===== config.mk =====
export PLATFORM = sky130hd
export DESIGN_NAME = pwmg_core
export DESIGN_NICKNAME = d
export VERILOG_FILES = /design/src/inc/pwmg_pkg.sv /design/src/core/pwmg_core.sv /design/src/core/pwmg_prescaler.sv
export SDC_FILE = /design/constraint.sdc
export NUM_CORES = 1
export LEC_CHECK = 0
export BUFFER_PORTS_ARGS = -buffer_cell sky130_fd_sc_hd__buf_2
export CELL_PAD_IN_SITES_DETAIL_PLACEMENT = 1
export CELL_PAD_IN_SITES_GLOBAL_PLACEMENT = 1
export CORE_UTILIZATION = 46
export DETAILED_ROUTE_END_ITERATION = 12
export PLACE_DENSITY_LB_ADDON = 0.2
export REMOVE_ABC_BUFFERS = 1
export SYNTH_ARGS = -nofsm -noshare
export SYNTH_HDL_FRONTEND = slang
export SYNTH_SLANG_ARGS = --single-unit

===== constraint.sdc =====
create_clock -name clock -period 2.3 [get_ports clock]
set_input_delay 0.46 -clock clock [delete_from_list [all_inputs] [get_ports clock]]
set_output_delay 0.46 -clock clock [all_outputs]
set_load 0.05 [all_outputs]

===== src/inc/pwmg_pkg.sv =====
// Constants for the PWM generator: register addresses, field positions,
// reset values and counter limits.
// Assumes an 8-bit register address space reached over a plain port.

package pwmg_pkg;

  // ----------------------------------------------------------------------
  // Register addresses
  // ----------------------------------------------------------------------
  localparam logic [7:0] ADDR_SEC_DUTY  = 8'hf0; // Secondary duty register
  localparam logic [7:0] ADDR_EXT       = 8'hf1; // Extension control
  localparam logic [7:0] ADDR_PRI_DUTY  = 8'hf2; // Primary duty register
  localparam logic [7:0] ADDR_CTRL      = 8'hf3; // PWM control
  localparam logic [7:0] ADDR_EVT_STAT  = 8'hf4; // Event status, W1C
  localparam logic [7:0] ADDR_EVT_MASK  = 8'hf5; // Event mask

  // ----------------------------------------------------------------------
  // Control register fields
  // ----------------------------------------------------------------------
  localparam int CTL_CLKSEL_LSB = 6; // Two-bit clock select
  localparam int CTL_UNUSED_BIT = 5; // No function, reads zero
  localparam int CTL_RELOAD_BIT = 4; // Reload interval select
  localparam int CTL_CLEAR_BIT  = 3; // Counter clear
  localparam int CTL_RUN_BIT    = 2; // Counter enable
  localparam int CTL_IE_BIT     = 1; // Overflow interrupt enable
  localparam int CTL_PEND_BIT   = 0; // Overflow pending

  // Clock select codes
  localparam logic [1:0] CLK_DIV64 = 2'b00;
  localparam logic [1:0] CLK_DIV8  = 2'b01;
  localparam logic [1:0] CLK_DIV2  = 2'b10;
  localparam logic [1:0] CLK_DIV1  = 2'b11;

  // Prescaler terminal masks, one per clock select
  localparam logic [5:0] PRE_MASK64 = 6'h3f;
  localparam logic [5:0] PRE_MASK8  = 6'h07;
  localparam logic [5:0] PRE_MASK2  = 6'h01;
  localparam logic [5:0] PRE_MASK1  = 6'h00;

  // ----------------------------------------------------------------------
  // Extension register fields and resolution modes
  // ----------------------------------------------------------------------
  localparam int         EXT_VAL_LSB = 2;     // Six-bit extension value
  localparam logic [1:0] RES_62A     = 2'b00; // 6+2 resolution
  localparam logic [1:0] RES_66      = 2'b01; // 6+6 resolution
  localparam logic [1:0] RES_62B     = 2'b10; // 6+2 resolution, alias
  localparam logic [1:0] RES_86      = 2'b11; // 8+6 resolution

  // Counter limits
  localparam logic [7:0] BASE6_TOP = 8'h3f;
  localparam logic [7:0] BASE8_TOP = 8'hff;
  localparam logic [5:0] EXT2_TOP  = 6'h03;
  localparam logic [5:0] EXT6_TOP  = 6'h3f;

  // ----------------------------------------------------------------------
  // Events and reset values
  // ----------------------------------------------------------------------
  localparam int EVT_BASE_OVF = 0; // Base counter overflow
  localparam int EVT_EXT_OVF  = 1; // Extension counter overflow
  localparam int EVT_RELOAD   = 2; // Duty reloaded while running
  localparam int EVT_W        = 3;

  localparam logic [7:0]       CTL_RESET  = 8'h00;
  localparam logic [7:0]       EXT_RESET  = 8'h00;
  localparam logic [7:0]       DUTY_RESET = 8'h00;
  localparam logic [EVT_W-1:0] EVT_RESET  = 3'h0;
  localparam logic [5:0]       PRE_RESET  = 6'h00;

endpackage


===== src/core/pwmg_core.sv =====
// PWM generator with control, extension and duty registers.
// Assumes a plain register port on the oscillator clock, synchronous
// active-high reset and a clock enable that freezes all state.
//
// The plain strobed port and the address map are this design's own decisions.
`timescale 1ns/1ps

// What this block does
// - Counter clock is oscillator divided 64/8/2/1
// - Duty reloads on extension or base overflow
// - Writing one to clear bit zeroes counter
// - Clear bit keeps written value, never self-clears
// - Counter advances only while enable bit set
// - Overflow interrupt forwarded only when enabled
// - Pending reads state, write zero clears it
// - Modes 00/10 split primary duty six plus two
// - Mode 01 secondary six plus extension six
// - Mode 11 secondary eight plus extension six
// - Upper extension bits ignored in 6+2 mode
// - Control and extension registers reset to zero
module pwmg_core (
  input  wire logic       clock,    // Oscillator clock, 20 MHz
  input  wire logic       ce,       // Clock enable
  input  wire logic       rst,      // Synchronous reset
  input  wire logic [7:0] addr,     // Register address
  input  wire logic [7:0] wr_data,  // Write data
  input  wire logic       wr_en,    // Write strobe
  input  wire logic       rd_en,    // Read strobe
  output logic      [7:0] rd_data,  // Read data, cycle after strobe
  output logic            pwm_out,  // PWM waveform
  output logic            irq       // Level interrupt
);
  import pwmg_pkg::*;

  // ----------------------------------------------------------------------
  // Decode helpers
  // ----------------------------------------------------------------------
  // Base counter limit for a resolution mode
  function automatic logic [7:0] base_top(input logic [1:0] mode);
    base_top = (mode == RES_86) ? BASE8_TOP : BASE6_TOP;
  endfunction
  // Extension counter limit for a resolution mode
  function automatic logic [5:0] ext_top(input logic [1:0] mode);
    ext_top = mode[0] ? EXT6_TOP : EXT2_TOP;
  endfunction

  // ----------------------------------------------------------------------
  // Registers and internal signals
  // ----------------------------------------------------------------------
  logic [1:0]       clk_sel_r;    // Counter clock select
  logic             reload_sel_r; // Reload on base overflow when set
  logic             clear_bit_r;  // Stored counter clear bit
  logic             run_r;        // Counter enable
  logic             ovf_ie_r;     // Overflow interrupt enable
  logic             ovf_pend_r;   // Overflow pending
  logic             ovf_pend_nxt; // Next pending value
  logic [7:0]       ext_reg_r;    // Extension control register
  logic [7:0]       pri_duty_r;   // Primary duty register
  logic [7:0]       sec_duty_r;   // Secondary duty register
  logic [EVT_W-1:0] evt_stat_r;   // Sticky event status
  logic [EVT_W-1:0] evt_stat_nxt; // Next event status
  logic [EVT_W-1:0] evt_mask_r;   // Event mask
  logic [EVT_W-1:0] evt_now;      // Events in this cycle
  logic [7:0]       base_cnt_r;   // Base up counter
  logic [5:0]       ext_cnt_r;    // Extension up counter
  logic [7:0]       base_duty_r;  // Latched base duty
  logic [5:0]       ext_duty_r;   // Latched extension duty
  logic [7:0]       base_duty_nxt;// Base duty from registers
  logic [5:0]       ext_duty_nxt; // Extension duty from registers
  logic [7:0]       rd_data_r;    // Registered read data
  logic [7:0]       rd_mux;       // Read data selection
  logic [7:0]       ctrl_view;    // Control register as read
  logic             pwm_out_r;    // Registered waveform
  logic             pwm_nxt;      // Next waveform level
  logic [1:0]       mode;         // Resolution mode
  logic             tick;         // Prescaler tick
  logic             step;         // Counter advances
  logic             base_ovf;     // Base counter wraps
  logic             ext_ovf;      // Extension counter wraps
  logic             reload;       // Reload point while running
  logic             load_duty;    // Duty latch loads
  logic             wr_ctrl;      // Write to control
  logic             clear_req;    // Counter clear request

  // ----------------------------------------------------------------------
  // Counter clock
  // ----------------------------------------------------------------------
  // prescaled counter clock
  pwmg_prescaler u_prescaler (
    .clock   (clock),
    .ce      (ce),
    .rst     (rst),
    .clk_sel (clk_sel_r),
    .tick    (tick)
  );

  // ----------------------------------------------------------------------
  // Counter control decode
  // ----------------------------------------------------------------------
  assign mode      = ext_reg_r[1:0];
  assign wr_ctrl   = ce && wr_en && (addr == ADDR_CTRL);
  assign clear_req = wr_ctrl && wr_data[CTL_CLEAR_BIT];
  assign step      = tick && run_r;
  assign base_ovf  = step && (base_cnt_r == base_top(mode));
  assign ext_ovf   = base_ovf && (ext_cnt_r == ext_top(mode));
  assign reload    = reload_sel_r ? base_ovf : ext_ovf;
  // Duty follows the registers while stopped
  assign load_duty = ce && (!run_r || reload);

  // ----------------------------------------------------------------------
  // Control register
  // ----------------------------------------------------------------------
  // zero control after reset
  always_ff @(posedge clock) begin
    if (rst) begin
      clk_sel_r    <= CTL_RESET[CTL_CLKSEL_LSB +: 2];
      reload_sel_r <= CTL_RESET[CTL_RELOAD_BIT];
      clear_bit_r  <= CTL_RESET[CTL_CLEAR_BIT];
      run_r        <= CTL_RESET[CTL_RUN_BIT];
      ovf_ie_r     <= CTL_RESET[CTL_IE_BIT];
    end else if (wr_ctrl) begin
      clk_sel_r    <= wr_data[CTL_CLKSEL_LSB +: 2];
      reload_sel_r <= wr_data[CTL_RELOAD_BIT];
      // clear bit only changes by write
      clear_bit_r  <= wr_data[CTL_CLEAR_BIT];
      run_r        <= wr_data[CTL_RUN_BIT];
      ovf_ie_r     <= wr_data[CTL_IE_BIT];
    end
  end

  // Pending bit: hardware set wins over a clearing write
  always_comb begin
    ovf_pend_nxt = ovf_pend_r;
    if (wr_ctrl && !wr_data[CTL_PEND_BIT]) begin
      ovf_pend_nxt = 1'b0;
    end
    if (base_ovf) begin
      ovf_pend_nxt = 1'b1;
    end
  end

  // Pending flop
  always_ff @(posedge clock) begin
    if (rst) begin
      ovf_pend_r <= CTL_RESET[CTL_PEND_BIT];
    end else if (ce) begin
      ovf_pend_r <= ovf_pend_nxt;
    end
  end

  // ----------------------------------------------------------------------
  // Extension and duty registers
  // ----------------------------------------------------------------------
  // Register writes
  always_ff @(posedge clock) begin
    if (rst) begin
      ext_reg_r  <= EXT_RESET;
      pri_duty_r <= DUTY_RESET;
      sec_duty_r <= DUTY_RESET;
    end else if (ce && wr_en) begin
      case (addr)
        ADDR_EXT:      ext_reg_r  <= wr_data;
        ADDR_PRI_DUTY: pri_duty_r <= wr_data;
        ADDR_SEC_DUTY: sec_duty_r <= wr_data;
        default:       ;
      endcase
    end
  end

  // Split duty into base and extension by mode
  always_comb begin
    case (mode)
      RES_66: begin
        base_duty_nxt = {2'b00, sec_duty_r[5:0]};
        ext_duty_nxt  = ext_reg_r[7:EXT_VAL_LSB];
      end
      RES_86: begin
        base_duty_nxt = sec_duty_r;
        ext_duty_nxt  = ext_reg_r[7:EXT_VAL_LSB];
      end
      default: begin
        base_duty_nxt = {2'b00, pri_duty_r[7:2]};
        ext_duty_nxt  = {4'h0, pri_duty_r[1:0]};
      end
    endcase
  end

  always_ff @(posedge clock) begin
    if (rst) begin
      base_duty_r <= DUTY_RESET;
      ext_duty_r  <= DUTY_RESET[5:0];
    end else if (load_duty) begin
      base_duty_r <= base_duty_nxt;
      ext_duty_r  <= ext_duty_nxt;
    end
  end

  // ----------------------------------------------------------------------
  // Counters
  // ----------------------------------------------------------------------
  // clear beats counting
  always_ff @(posedge clock) begin
    if (rst) begin
      base_cnt_r <= 8'h00;
      ext_cnt_r  <= 6'h00;
    end else if (clear_req) begin
      base_cnt_r <= 8'h00;
      ext_cnt_r  <= 6'h00;
    end else if (ce && step) begin
      base_cnt_r <= base_ovf ? 8'h00 : base_cnt_r + 8'h01;
      if (ext_ovf) begin
        ext_cnt_r <= 6'h00;
      end else if (base_ovf) begin
        ext_cnt_r <= ext_cnt_r + 6'h01;
      end
    end
  end

  // ----------------------------------------------------------------------
  // Waveform
  // ----------------------------------------------------------------------
  // compare with stretch
  always_comb begin
    pwm_nxt = (base_cnt_r < base_duty_r) ||
              ((base_cnt_r == base_duty_r) && (ext_cnt_r < ext_duty_r));
  end

  // Output flop
  always_ff @(posedge clock) begin
    if (rst) begin
      pwm_out_r <= 1'b0;
    end else if (ce) begin
      pwm_out_r <= pwm_nxt;
    end
  end
  assign pwm_out = pwm_out_r;

  // ----------------------------------------------------------------------
  // Event status, mask and interrupt
  // ----------------------------------------------------------------------
  assign evt_now = {reload && run_r, ext_ovf, base_ovf};
  // Sticky status, write one clears, set wins
  always_comb begin
    evt_stat_nxt = evt_stat_r;
    if (wr_en && addr == ADDR_EVT_STAT) begin
      evt_stat_nxt = evt_stat_r & ~wr_data[EVT_W-1:0];
    end
    evt_stat_nxt = evt_stat_nxt | evt_now;
  end

  // Status and mask flops
  always_ff @(posedge clock) begin
    if (rst) begin
      evt_stat_r <= EVT_RESET;
      evt_mask_r <= EVT_RESET;
    end else if (ce) begin
      evt_stat_r <= evt_stat_nxt;
      if (wr_en && addr == ADDR_EVT_MASK) begin
        evt_mask_r <= wr_data[EVT_W-1:0];
      end
    end
  end
  assign irq = (ovf_pend_r && ovf_ie_r) || |(evt_stat_r & evt_mask_r);

  // ----------------------------------------------------------------------
  // Read port
  // ----------------------------------------------------------------------
  // Unused bit five reads zero
  assign ctrl_view = {clk_sel_r, 1'b0, reload_sel_r, clear_bit_r,
                      run_r, ovf_ie_r, ovf_pend_r};

  // Read selection, unmapped reads zero
  always_comb begin
    case (addr)
      ADDR_CTRL:     rd_mux = ctrl_view;
      ADDR_EXT:      rd_mux = ext_reg_r;
      ADDR_PRI_DUTY: rd_mux = pri_duty_r;
      ADDR_SEC_DUTY: rd_mux = sec_duty_r;
      ADDR_EVT_STAT: rd_mux = {5'h00, evt_stat_r};
      ADDR_EVT_MASK: rd_mux = {5'h00, evt_mask_r};
      default:       rd_mux = 8'h00;
    endcase
  end
  // Read data for one cycle only
  always_ff @(posedge clock) begin
    if (rst) begin
      rd_data_r <= 8'h00;
    end else if (ce) begin
      rd_data_r <= rd_en ? rd_mux : 8'h00;
    end
  end
  assign rd_data = rd_data_r;

  // ----------------------------------------------------------------------
  // Checks
  // ----------------------------------------------------------------------
  // clear zeroes counters
  a_clear_zeroes_cnt: assert property (
    @(posedge clock) disable iff (rst)
    clear_req |=> (base_cnt_r == 8'h00) && (ext_cnt_r == 6'h00))
    else $error("Counter not zero after clear write");
  a_clear_bit_held: assert property (
    @(posedge clock) disable iff (rst)
    !wr_ctrl |=> $stable(clear_bit_r))
    else $error("Clear bit changed without a write");
  a_stop_holds_cnt: assert property (
    @(posedge clock) disable iff (rst)
    (!run_r && !clear_req) |=> $stable(base_cnt_r) && $stable(ext_cnt_r))
    else $error("Stopped counter moved");
  a_irq_gated: assert property (
    @(posedge clock) disable iff (rst)
    (!ovf_ie_r && (evt_stat_r & evt_mask_r) == 3'h0) |-> !irq)
    else $error("Interrupt raised while disabled");
  a_pend_w1_noop: assert property (
    @(posedge clock) disable iff (rst)
    (wr_ctrl && wr_data[CTL_PEND_BIT] && !ovf_pend_r && !base_ovf)
    |=> !ovf_pend_r)
    else $error("Writing one set the pending bit");
  a_ovf_sets_pend: assert property (
    @(posedge clock) disable iff (rst)
    base_ovf |=> ovf_pend_r && irq == (ovf_ie_r || |(evt_stat_r & evt_mask_r)))
    else $error("Overflow did not set pending");
  a_reload_points: assert property (
    @(posedge clock) disable iff (rst)
    (ce && run_r && !reload) |=> $stable(base_duty_r) && $stable(ext_duty_r))
    else $error("Duty reloaded off the reload point");
  a_mode_62_split: assert property (
    @(posedge clock) disable iff (rst)
    (load_duty && !mode[0]) |=> base_duty_r == {2'b00, $past(pri_duty_r[7:2])}
    && ext_duty_r == {4'h0, $past(pri_duty_r[1:0])})
    else $error("Six plus two split wrong");
  a_mode_86_split: assert property (
    @(posedge clock) disable iff (rst)
    (load_duty && mode == RES_86) |=> base_duty_r == $past(sec_duty_r)
    && ext_duty_r == $past(ext_reg_r[7:2]))
    else $error("Eight plus six split wrong");
  a_reset_zero: assert property (
    @(posedge clock) disable iff (rst)
    $past(rst) |-> ctrl_view == CTL_RESET && ext_reg_r == EXT_RESET)
    else $error("Control not zero after reset");
  a_pwm_below_duty: assert property (
    @(posedge clock) disable iff (rst)
    (ce && base_cnt_r < base_duty_r) |=> pwm_out)
    else $error("Output low below duty");

endmodule // pwmg_core


===== src/core/pwmg_prescaler.sv =====
// Prescaler that turns the oscillator clock into counter ticks.
// Assumes one clock, a synchronous active-high reset and a clock enable.
`timescale 1ns/1ps

module pwmg_prescaler (
  input  wire logic       clock,   // Oscillator clock
  input  wire logic       ce,      // Clock enable, freezes state
  input  wire logic       rst,     // Synchronous reset
  input  wire logic [1:0] clk_sel, // Division select
  output logic            tick     // One-cycle counter tick
);
  import pwmg_pkg::*;

  // ----------------------------------------------------------------------
  // Free-running divider
  // ----------------------------------------------------------------------
  logic [5:0] div_cnt_r; // Divider count
  logic [5:0] mask;      // Terminal mask for the selected ratio

  // Mask select
  always_comb begin
    case (clk_sel)
      CLK_DIV64: mask = PRE_MASK64;
      CLK_DIV8:  mask = PRE_MASK8;
      CLK_DIV2:  mask = PRE_MASK2;
      default:   mask = PRE_MASK1;
    endcase
  end

  // Divider advances every enabled cycle
  always_ff @(posedge clock) begin
    if (rst) begin
      div_cnt_r <= PRE_RESET;
    end else if (ce) begin
      div_cnt_r <= div_cnt_r + 6'h01;
    end
  end

  assign tick = ce && ((div_cnt_r & mask) == mask);

  a_div1_every_cycle: assert property (
    @(posedge clock) disable iff (rst)
    (ce && clk_sel == CLK_DIV1) |-> tick)
    else $error("Divide-by-one select did not tick");

  a_div2_spacing: assert property (
    @(posedge clock) disable iff (rst)
    (tick && clk_sel == CLK_DIV2) ##1 (ce && clk_sel == CLK_DIV2) |-> !tick)
    else $error("Divide-by-two ticks came back to back");

endmodule // pwmg_prescaler


== Word-level counts from Yosys, hierarchy flattened ==
Cells that the tools add are included.
Word-level totals
  register bits: 80
  input port bits: 21
  output and inout bits: 10
  logic and storage cells: 88
Operators by class
  $add $sub $neg: 3
  magnitude comparators: 2
  equal/unequal tests: 14
  muxes and demuxes: 14
  bitwise operators: 5
  reduce and logical (&&, ||, !) cells: 32
Operators with widths (number)
  8-bit == test, second input constant: 6
  8-bit case mux with 6 select lines: 1
  6-bit 2-to-1 mux: 4
  8-bit 2-to-1 mux: 3
  6-bit case mux with 3 select lines: 1
  8-bit == test: 2
  8-bit case mux with 2 select lines: 1
  1-bit logical AND: 15
  6-bit by 1-bit adder with 6-bit output, second input constant: 2
  6-bit == test: 2
  2-bit AND reduction: 6
  8-bit by 1-bit adder with 8-bit output, second input constant: 1
  8-bit less-than comparator: 1
  3-bit bitwise AND: 2
  6-bit bitwise AND: 1
  6-bit less-than comparator: 1
  2-bit by 1-bit == test with 1-bit output, second input constant: 2
  2-bit == test, second input constant: 2
  2-bit nonzero test: 2
  2-bit OR reduction: 2
  1-bit logical OR: 3
  1-bit 2-to-1 mux: 3
  3-bit 2-to-1 mux: 1
  3-bit inverter: 1
  4 further kinds: 5

== Depth between registers and ports, before layout ==
Gate-level depths: netlist of run 1.
  depth in word-level cells: 11
  mapped depth: 7
  mapped depth without buffers: 7

== By module ==
A second synthesis of run 1 with hierarchy kept.
Unflattened totals
  cells, all modules: 417
  area, all modules: 3966.3 um^2
Modules (own cells, without submodules)
  pwmg_core: instances 1, cells an instance 389, area each 3686.0 um^2
  pwmg_prescaler: instances 1, cells an instance 28, area each 280.3 um^2

== Least setup slack after synthesis of run 1 ==
OpenSTA, ideal clock, no wires.
  path kind: input port to flip-flop
  from: input port addr[1]
  to: register sec_duty_r[4]
  arrival: 1712 ps
  data required time: 2172 ps
  path slack: 461 ps
  stages on the path: 5
  cells stage by stage: buf_2 > nor4_1 > nand2_1 > mux2i_1 > nor2_1
Between the ends
  word-level cells in the longest chain between the ends: 2
Ends and longest elaborated chain
  start, declared: line pwmg_core.sv:25  | input wire logic [7:0] addr,
  8-bit == test: line pwmg_core.sv:161  | case (addr)
  2-bit AND reduction (no line)
  end signal, assigned: line pwmg_core.sv:164  | ADDR_SEC_DUTY: sec_duty_r <= wr_data;
  end, declared: line pwmg_core.sv:59  | logic [7:0] sec_duty_r;
No other way between the ends.
A chain may end at the register's enable or synchronous reset.

== Worst setup path in the final report of run 1 ==
  from: register ext_cnt_r[5]
  to: register base_duty_r[2]
Between the ends
  word-level cells in the longest chain between the ends: 5
Ends and longest elaborated chain
  start, declared: line pwmg_core.sv:65  | logic [5:0] ext_cnt_r;
  start signal, assigned: line pwmg_core.sv:214  | ext_cnt_r <= ext_cnt_r + 6'h01;
  6-bit == test: line pwmg_core.sv:105  | assign ext_ovf = base_ovf && (ext_cnt_r == ext_top(mode));
  1-bit logical AND: line pwmg_core.sv:105
  1-bit 2-to-1 mux: line pwmg_core.sv:106  | assign reload = reload_sel_r ? base_ovf : ext_ovf;
  1-bit logical OR: line pwmg_core.sv:108  | assign load_duty = ce && (!run_r || reload);
  1-bit logical AND: line pwmg_core.sv:108
  end signal, assigned: line pwmg_core.sv:193  | base_duty_r <= base_duty_nxt;
  end, declared: line pwmg_core.sv:66  | logic [7:0] base_duty_r;
No other way between the ends.

==> results.py, run 1 <==
metrics = {
    "status": {
        "status": "complete, no violations",
    },
    "worst_hold_path": {
        "whs_path_depth": 3,
        "hp-start": "wr_data[7]",
        "hold_path.class": "primary input to flip-flop",
        "hold_end": "sec_duty_r[7]",
    },
    "pwr": {
        "p_clk_frac": 0.444,
        "p_sw_mw": 0.6495,
        "p_leak_nw": 1.813,
        "internal_power_mw": 2.183,
        "switching_share": 0.2293,
        "powerDensity_mw_per_mm2": 623.9,
        "p_comb_frac": 0.060,
        "peakVddDrop_v": 0.0003537,
        "p_seq_frac": 0.495,
    },
    "final_layout": {
        "multiInputGateArea_mm2": 0.002177,
        "fill_cells": 983,
        "final_cell_area_mm2": 0.004539,
        "nets": 517,
        "syn_to_final_growth_pct": 15.21,
        "n_antenna_cell": 0,
        "final_common_cell": "dfxtp_1",
        "drive_gt1_frac": 0.1777,
        "regArea_mm2": 0.001602,
        "layout_common_cells": "dfxtp_1 (80), nor2_1 (49), nand2_1 (39)",
        "stdcell_count": 589,
    },
    "setup_path": {
        "worst_r2r_endpoint": "base_duty_r[2]",
        "r2r_slack_ns": 0.21,
        "start_kind": "flip-flop",
        "cp_data_required_time_ns": 2.53,
        "criticalPathCategory": "flip-flop to flip-flop",
        "cp_max_fo": 12,
        "reg2reg_depth": 6,
        "crit_arrival_ns": 2.32,
        "regToRegStartpoint": "ext_cnt_r[5]",
        "end_kind": "flip-flop",
    },
    "synthesis": {
        "ys.flop_type": "dfxtp_1",
        "ys_seq_area_frac": 0.4065,
        "synth_warnings": 0,
        "syn_area_per_cell_um2": 8.975,
        "synth_top_area_share": 0.4065,
        "ys_ff_latch": 80,
        "yosys-top-cells-area": "dfxtp_1 (41%), mux2i_1 (7.1%), ha_1 (5.1%), nor2_1 (4.7%), mux4_2 (4.0%)",
        "yosysUniqueCellTypes": 50,
        "synth_edf_count": 0,
        "netlist_area_mm2": 0.003940,
        "synthArstFlopShare": 0,
        "synth_cells": 439,
        "synth_area_leader_cell": "dfxtp_1",
    },
    "grt": {
        "grt_use_total": 0.2659,
        "first_global_vias": 3425,
        "grt_pass1_wl_um": 17860,
        "grt-ovfl-total": 0,
        "antenna_found_initial": 0,
        "grt_start_max_net_pins": 19,
    },
    "floorplanning": {
        "rows": 33,
        "dieWidth_um": 94.55,
        "die_y_um": 94.55,
        "core_mm2": 0.008258,
        "io_pins": 31,
        "die_area_mm2": 0.008940,
        "initial_core_util": 0.4771,
    },
    "clock_tree": {
        "post_cts_buffers": 0,
        "h-tree-depth": 3,
        "ctsResizeCount": 0,
        "clock_latency_ns": 0.35,
        "cts_hold_buf": 0,
        "cts_tree": "yes",
        "clock-root-buffer": "clkbuf_8",
        "cts_sinks": 80,
        "cts_buffers": 9,
        "clk_pin_slew_worst_paths_ns": 0.09,
        "cts_buffer_depth": 2,
    },
    "drt": {
        "routed_wl_um": 11080,
        "detail-route-antenna-nets": 0,
        "drc_errors": 0,
        "via_per_inst": 5.810,
        "vias": 3422,
        "first_pass_iters": 4,
        "routedWlPerCell_um": 18.82,
        "drt-initial-drc-count": 157,
    },
    "sta": {
        "min_period_ns": 2.091,
        "rsz0062_at_grt": "false",
        "slew_viol_final": 0,
        "finalSetupViolCount": 0,
        "hold_slack_ns": 0.3818,
        "slew_headroom": 0.4876,
        "final-hold-violation-count": 0,
        "fin_skew_ns": 0.01361,
        "fin_ws_ns": 0.2092,
        "period_share": 0.9090,
        "tightest_slew_ns": 0.7492,
        "fmax_ghz": 0.4783,
    },
    "placement": {
        "dp_cells": 574,
        "hpwlAfterDp_um": 8321,
        "place_congestion": 0.8189,
        "place_ws_ns": 0.2456,
        "dpl_cell_area_mm2": 0.004300,
        "io_buffers": 30,
    },
    "job": {
        "max-cap-violations": 0,
    },
}
[per-stage QoR]
stage,util,power [mW],setup TNS [ns]
6_report,0.5497,2.832,0
5_1_grt,0.5497,2.929,0
4_1_cts,0.5497,2.861,0
3_5_place_dp,0.5208,1.605,0
3_3_place_gp,0.5208,1.600,0
2_1_floorplan,-,1.499,-3.190
[worst max-delay path: stages, from the launching register on]
cell and delay [ns]:
dfxtp_1 0.37, or4_4 0.57, o221ai_2 0.25, a32oi_2 0.21, buf_4 0.23, a211oi_1 0.25
a211oi_1 0.08
[logic make-up after synthesis]
family / synth area share
and+or+nand+nor: 0.2210
AOI/OAI and AO/OA: 0.1378
DFF: 0.4065
buffers and inverters: 0.04255
muxes: 0.1169
adders and majority gates: 0.05081
xor gates and xnor gates: 0.02445
[sequential cells by signal, indices dropped and copies added, names as in the netlist, 8 cells and up]
name,flops
ext_reg_r,8
rd_data,8
base_duty_r,8
base_cnt_r,8
sec_duty_r,8
pri_duty_r,8
[cells in the mapped netlist, drive strengths merged, types with 2 or more instances]
library cell  count
nand3b            9
mux2              2
nand2b            8
o22ai             5
nand3            21
nand2            40
a22oi             4
buf               8
and3              4
o211ai            2
mux2i            28
inv              20
o21ai            13
nor4              4
dfxtp            80
xor2              9
a21oi            31
nor4b             2
a2111oi           2
nand4             9
clkbuf           14
a211oi           17
ha               16
xnor2             2
mux4              7
nor2b            13
nor2             49
and2              2
a31oi             2
[power by group through the flow]
stage / registers (mW) / logic [mW] / clock network [mW]
after floorplan: 1.44 / 0.0600 / 0
after global placement: 1.43 / 0.165 / 0
after detailed placement: 1.43 / 0.170 / 0
after CTS: 1.40 / 0.171 / 1.29
after global routing: 1.40 / 0.185 / 1.34
final: 1.40 / 0.171 / 1.26
[how the worst max path moves through the flow]
stage / startpoint / end / slack [ns] / cells past startpoint
6_report: ext_cnt_r[5] / base_duty_r[2] / 0.21 / 6
5_1_grt: ext_cnt_r[1] / ext_duty_r[1] / 0.1 / 7
4_1_cts: ext_cnt_r[5] / base_duty_r[2] / 0.21 / 6
3_5_place_dp: ext_cnt_r[5] / base_duty_r[2] / 0.25 / 6
3_3_place_gp: ext_cnt_r[5] / base_duty_r[2] / 0.33 / 6
2_1_floorplan: addr[6] / sec_duty_r[4] / -0.30 / 5
[area by class of cell]
cell class,instances,area share
clock buffers,9,0.02729
multi-input cells,317,0.4796
well taps,105,0.02894
inverters,20,0.01654
flip-flops and latches,80,0.3528
clock inverters,6,0.02536
repair buffers,52,0.06946
[metal layers]
layer	part of all wire	track usage	up-vias
met5	0	0	-
met3	0.037	0.03784	19
met4	0.021	0.09722	0
met1	0.45	0.3400	1698
met2	0.49	0.4547	63
li1	-	-	1642
Note: power is estimated with default switching activity, not from simulation.
==> run 2: changes to the inputs <==
CORE_MARGIN = 5   (was not set)
SYNTH_HIERARCHICAL = 1   (was not set)
==> run 2 against run 1 <==
  * First-iteration DRC count down 27%
  * Final cell count down 4.2%
  * Clock skew decreased by 0.0075 ns
  * Largest cell class unchanged
  * Sequential share of layout area grew 0.14 points
==> results.py, run 2 <==
metrics = {
    "synthesis": {
        "yosys-top-cells-area": "dfxtp_1 (40%), mux2i_1 (11%), nor2_1 (6.3%), ha_1 (5.0%), mux4_2 (3.4%)",
        "ys_ff_latch": 80,
        "synth_cells": 417,
        "synth_common_cells": "dfxtp_1 (80), nor2_1 (67), mux2i_1 (44)",
        "ys_seq_area_frac": 0.4038,
        "yosysMostFrequentCell": "dfxtp_1",
        "syn_area_per_cell_um2": 9.512,
        "synth_warnings": 6,
        "yosysUniqueCellTypes": 56,
        "ys.flop_type": "dfxtp_1",
        "synthArstFlopShare": 0,
        "netlist_area_mm2": 0.003966,
        "synth_top_area_share": 0.4038,
        "synth_area_leader_cell": "dfxtp_1",
        "synth_edf_count": 0,
    },
    "floorplanning": {
        "core_mm2": 0.008299,
        "dieWidth_um": 102.9,
        "io_pins": 31,
        "die_y_um": 102.9,
        "die_area_mm2": 0.01058,
        "initial_core_util": 0.4779,
        "rows": 33,
    },
    "clock_tree": {
        "clock-root-buffer": "clkbuf_8",
        "cts_tree": "yes",
        "post_cts_buffers": 0,
        "cts_hold_buf": 0,
        "cts_buffers": 9,
        "ctsResizeCount": 0,
        "h-tree-depth": 3,
        "clock_latency_ns": 0.36,
        "cts_buffer_depth": 2,
        "cts_sinks": 80,
        "clk_pin_slew_worst_paths_ns": 0.08,
    },
    "sta": {
        "tightest_slew_ns": 0.5604,
        "final-hold-violation-count": 0,
        "fmax_ghz": 0.4759,
        "slew_viol_final": 0,
        "period_share": 0.9137,
        "min_period_ns": 2.101,
        "hold_slack_ns": 0.3630,
        "finalSetupViolCount": 0,
        "fin_skew_ns": 0.006161,
        "slew_headroom": 0.6250,
        "rsz0062_at_grt": "false",
        "fin_ws_ns": 0.1985,
    },
    "pwr": {
        "peakVddDrop_v": 0.0002426,
        "p_comb_frac": 0.067,
        "powerDensity_mw_per_mm2": 609.9,
        "p_leak_nw": 1.965,
        "internal_power_mw": 2.103,
        "p_clk_frac": 0.423,
        "switching_share": 0.2374,
        "p_seq_frac": 0.510,
        "p_sw_mw": 0.6547,
    },
    "drt": {
        "vias": 3225,
        "drc_errors": 0,
        "via_per_inst": 5.718,
        "routedWlPerCell_um": 19.07,
        "first_pass_iters": 4,
        "detail-route-antenna-nets": 0,
        "drt-initial-drc-count": 114,
        "routed_wl_um": 10760,
    },
    "final_layout": {
        "n_antenna_cell": 0,
        "syn_to_final_growth_pct": 14.01,
        "final_cell_area_mm2": 0.004522,
        "nets": 492,
        "final_common_cell": "dfxtp_1",
        "fill_cells": 959,
        "regArea_mm2": 0.001602,
        "layout_common_cells": "dfxtp_1 (80), nor2_1 (67), mux2i_1 (44)",
        "drive_gt1_frac": 0.1939,
        "multiInputGateArea_mm2": 0.002166,
    },
    "grt": {
        "first_global_vias": 3392,
        "grt-ovfl-total": 0,
        "antenna_found_initial": 0,
        "grt_start_max_net_pins": 23,
        "grt_use_total": 0.2171,
        "grt_pass1_wl_um": 17480,
    },
    "setup_path": {
        "criticalPathCategory": "flip-flop to flip-flop",
        "start_kind": "flip-flop",
        "worst_path_max_delay_cell": "dfxtp_1",
        "reg2reg_depth": 9,
        "crit_top_cell": "nor2_1",
        "crit_chain": "nand4_4 -> nor2_1 -> o221a_1 -> and4_1 -> o211ai_4 -> o22ai_4 -> buf_4 -> nor2_1 -> a211oi_1",
        "cp_num_buf_inv": 1,
        "end_kind": "flip-flop",
        "cp_max_fo": 8,
        "cp_data_required_time_ns": 2.57,
        "regToRegStartpoint": "u_prescaler/div_cnt_r[2]",
        "slowest_delay_ns": 0.42,
        "worst_r2r_endpoint": "base_duty_r[0]",
        "r2r_slack_ns": 0.20,
        "crit_arrival_ns": 2.37,
        "critPathTopFamily": "compound AO/OA/AOI/OAI gates",
    },
    "placement": {
        "place_congestion": 0.8151,
        "dpl_cell_area_mm2": 0.004303,
        "io_buffers": 30,
        "hpwlAfterDp_um": 8233,
        "place_ws_ns": 0.02865,
    },
    "worst_hold_path": {
        "hold_end": "pri_duty_r[5]",
        "whs_path_depth": 3,
        "hp-start": "wr_data[5]",
        "hold_path.class": "primary input to flip-flop",
    },
    "job": {
        "max-cap-violations": 0,
    },
    "status": {
        "status": "complete, no violations",
    },
}
[run 2: changes by cell type in the layout (fill, tap and decap cells not counted), moves of 5 or more]
cell	before	now
nand3_1	21	14
nor2b_1	13	5
nand3b_1	9	3
nor2_1	49	67
mux2i_1	28	44
a21oi_1	31	19
a211oi_2	0	5
nand2_1	39	20
nand2b_1	8	2
a211oi_1	16	4
[run 2: cells by family after synthesis]
group / synth area share
flip-flops: 0.4038
XOR/XNOR: 0.02208
multiplexers: 0.1593
AO/OA/AOI/OAI: 0.1379
buffers and inverters: 0.05016
AND/OR/NAND/NOR: 0.1763
adder cells (fa/ha/maj): 0.05047
[run 2: final cells by class]
cell class                      instances  area share
Tap cell                              105     0.02905
Timing Repair Buffer                   50     0.07194
Clock buffer                           10     0.03044
Multi-Input combinational cell        293      0.4790
Sequential cell                        80      0.3542
Clock inverter                          5     0.01799
Inverter                               21     0.01743
[run 2: worst max-delay path by stage]
| stage | start | end | slack (ns) | cells past startpoint |
|---|---|---|---|---|
| 6_report | u_prescaler/div_cnt_r[2] | base_duty_r[0] | 0.20 | 9 |
| 4_1_cts | u_prescaler/div_cnt_r[2] | base_duty_r[0] | 0.19 | 9 |
| 5_1_grt | u_prescaler/div_cnt_r[2] | base_duty_r[0] | 0.008 | 9 |
| 3_5_place_dp | ce | base_duty_r[0] | 0.03 | 10 |
| 3_3_place_gp | ce | base_duty_r[0] | 0.08 | 10 |
| 2_1_floorplan | ce | base_duty_r[6] | -0.03 | 8 |
[run 2: per-stage QoR]
| stage | setup TNS [ns] | total power [mW] | std cells | util |
|---|---|---|---|---|
| finish | 0 | 2.758 | 564 | 0.5449 |
| floorplan | -0.05736 | 1.514 | 394 | - |
| global placement | 0 | 1.618 | 549 | 0.5185 |
| CTS | 0 | 2.777 | 564 | 0.5449 |
| detailed placement | 0 | 1.623 | 549 | 0.5185 |
| global route | 0 | 2.877 | 564 | 0.5449 |
[run 2: tightest hold or removal path: stages]
cell and delay [ns]:
buf_2 0.10, mux2i_1 0.06, nor2_1 0.07
[run 2: power groups by stage]
stage,clock (mW),sequential [mW],combinational (mW)
2_1_floorplan,0,1.44,0.0696
6_report,1.17,1.41,0.185
3_3_place_gp,0,1.44,0.180
3_5_place_dp,0,1.44,0.184
5_1_grt,1.27,1.41,0.201
4_1_cts,1.19,1.41,0.185
[run 2: metal layers]
metal | part of all wire | wire (µm) | up-vias | GRT usage
li1 | - | - | 1568 | -
met3 | 0.041 | 443 | 17 | 0.03248
met2 | 0.49 | 5307 | 66 | 0.3669
met1 | 0.44 | 4765 | 1574 | 0.2796
met5 | 0 | 0 | - | 0
met4 | 0.022 | 242 | 0 | 0.08367
==> run 3: changes to the inputs <==
BUFFER_PORTS_ARGS = not set   (was -buffer_cell sky130_fd_sc_hd__buf_2)
CORE_UTILIZATION = 47   (was 46)
DONT_BUFFER_PORTS = 1   (was not set)
PLACE_DENSITY = 0.76   (was not set)
PLACE_DENSITY_LB_ADDON = not set   (was 0.2)
clock period = 1.95 ns   (was 2.3 ns; I/O delays follow)
==> run 3 against run 2 <==
  * Non-clock buffer count decreased by 15
  * Largest cell class unchanged
  * Critical path type unchanged
  * Largest power group unchanged
  * Critical endpoint is now base_duty_r[6]
  * Total power is 11% higher
  * Routed wire length rose by 6.2%
  * Combinational power is 21% lower
  * Global-route usage up 0.84 points
==> results.py, run 3 (synthesis results as in run 2) <==
metrics = {
    "grt": {
        "grt-ovfl-total": 0,
        "grt_use_total": 0.2255,
        "antenna_found_initial": 0,
        "first_global_vias": 3417,
        "grt_pass1_wl_um": 18000,
        "grt_start_max_net_pins": 70,
    },
    "setup_path": {
        "cp_max_fo": 7,
        "start_kind": "flip-flop",
        "startpoint": "u_prescaler/div_cnt_r[3]",
        "slowest_delay_ns": 0.36,
        "regToRegStartpoint": "u_prescaler/div_cnt_r[3]",
        "worst_path_max_delay_cell": "dfxtp_2",
        "crit_arrival_ns": 2.24,
        "cp_num_buf_inv": 1,
        "critPathTopFamily": "compound AO/OA/AOI/OAI gates",
        "criticalPathCategory": "flip-flop to flip-flop",
        "end_kind": "flip-flop",
        "cp_data_required_time_ns": 2.27,
        "crit_chain": "a31oi_4 -> nor2_2 -> o221a_1 -> and4_4 -> o211ai_4 -> o22ai_4 -> buf_12 -> mux2_4 -> nor2_4",
    },
    "drt": {
        "vias": 3256,
        "detail-route-antenna-nets": 0,
        "via_per_inst": 5.920,
        "routed_wl_um": 11420,
        "drt-initial-drc-count": 122,
        "routedWlPerCell_um": 20.77,
        "drc_errors": 0,
        "first_pass_iters": 4,
    },
    "floorplanning": {
        "dieWidth_um": 101.9,
        "io_pins": 31,
        "die_y_um": 101.9,
        "die_area_mm2": 0.01038,
        "core_mm2": 0.008217,
        "rows": 33,
        "initial_core_util": 0.4827,
    },
    "worst_hold_path": {
        "hp-start": "rst",
        "hold_path.class": "primary input to flip-flop",
    },
    "final_layout": {
        "final_common_cell": "dfxtp_1",
        "syn_to_final_growth_pct": 14.70,
        "layout_common_cells": "dfxtp_1 (74), nor2_1 (63), mux2i_1 (44)",
        "final_cell_area_mm2": 0.004549,
        "nets": 477,
        "drive_gt1_frac": 0.2067,
        "n_antenna_cell": 0,
    },
    "sta": {
        "fmax_ghz": 0.5192,
        "fin_skew_ns": 0.009880,
        "fin_ws_ns": 0.02393,
        "period_share": 0.9877,
        "tightest_slew_ns": 0.5844,
        "final-hold-violation-count": 0,
        "slew_headroom": 0.6089,
        "hold_slack_ns": 0.06506,
        "rsz0062_at_grt": "true",
        "slew_viol_final": 0,
        "finalSetupViolCount": 0,
        "min_period_ns": 1.926,
    },
    "job": {
        "max-cap-violations": 0,
    },
    "clock_tree": {
        "clk_pin_slew_worst_paths_ns": 0.09,
        "cts_tree": "yes",
        "h-tree-depth": 3,
        "cts_buffers": 9,
        "clock-root-buffer": "clkbuf_8",
        "cts_buffer_depth": 2,
        "clock_latency_ns": 0.37,
        "cts_sinks": 80,
    },
    "pwr": {
        "powerDensity_mw_per_mm2": 675.9,
        "peakVddDrop_v": 0.0003344,
        "p_leak_nw": 1.898,
    },
    "placement": {
        "place_congestion": 0.8093,
        "dpl_cell_area_mm2": 0.004165,
        "hpwlAfterDp_um": 7962,
        "io_buffers": 0,
        "place_ws_ns": -0.07822,
    },
    "status": {
        "status": "complete, no violations",
    },
}
==> run 3: cell count changes in the layout (fill, tap and decap cells not counted), moves of 2 or more <==
cell     delta
dfxtp_2     +6
nor2_2      +3
buf_6       +4
mux2_2      -2
buf_2      -30
and3_4      +2
dfxtp_1     -6
and3_1      -2
nor2_1      -4
mux2_4      +2
buf_4      +12
==> run 3: power breakdown <==
group / internal (mW) / leakage (nW) / switching (mW)
registers: 1.65 / 0.649 / 0.0204
logic: 0.0755 / 1.16 / 0.0706
clock network: 0.596 / 0.0929 / 0.664
==> run 3: layout make-up <==
cell class / count / area (µm²)
Inverter: 21 / 78.83
Multi-Input combinational cell: 293 / 2245
Tap cell: 105 / 131.4
Timing Repair Buffer: 35 / 290.3
Clock inverter: 6 / 67.56
Clock buffer: 10 / 127.6
Fill cell: 915 / 3667
Sequential cell: 80 / 1609
==> run 3: worst reg2reg max path, cell delays in order, from the launching register on <==
cell	delay, ns
dfxtp_2	0.36
a31oi_4	0.09
nor2_2	0.11
o221a_1	0.23
and4_4	0.25
o211ai_4	0.10
o22ai_4	0.19
buf_12	0.15
mux2_4	0.32
nor2_4	0.08
==> run 3: path summary, 6_finish.rpt <==
kind                            slack (ns)                  endpoint  cells after the start
worst max-delay path                  0.02            base_duty_r[6]                      9
worst min-delay path                  0.07  u_prescaler/div_cnt_r[5]                      1
worst max register to register        0.02            base_duty_r[6]                      9
worst min register to register        0.50             evt_stat_r[0]                      2
==> run 3: metrics by stage <==
| step | cells | power [mW] | setup TNS, ns | util |
|---|---|---|---|---|
| after floorplan | 394 | 1.786 | -2.895 | - |
| final | 550 | 3.075 | 0 | 0.5537 |
| after global routing | 550 | 3.182 | -0.2010 | 0.5537 |
| after global placement | 524 | 1.821 | 0 | 0.5069 |
| after detailed placement | 524 | 1.827 | -0.5450 | 0.5069 |
| after CTS | 542 | 3.059 | 0 | 0.5342 |
==> run 3: layer usage <==
layer  GRT usage  wire length [µm]
met1      0.2861              5054
met2      0.3778              5644
met3     0.04710               493
met4     0.08678               229
met5           0                 0
==> run 3: what timing repair did <==
item / CTS / global route
buffers inserted: 2 / 6
endpoints found under the setup margin: 19 / 23
gates resized for setup: 6 / 24
pin swaps: 2 / 14
hold buffers: 0 / 0
cloned: 0 / 2
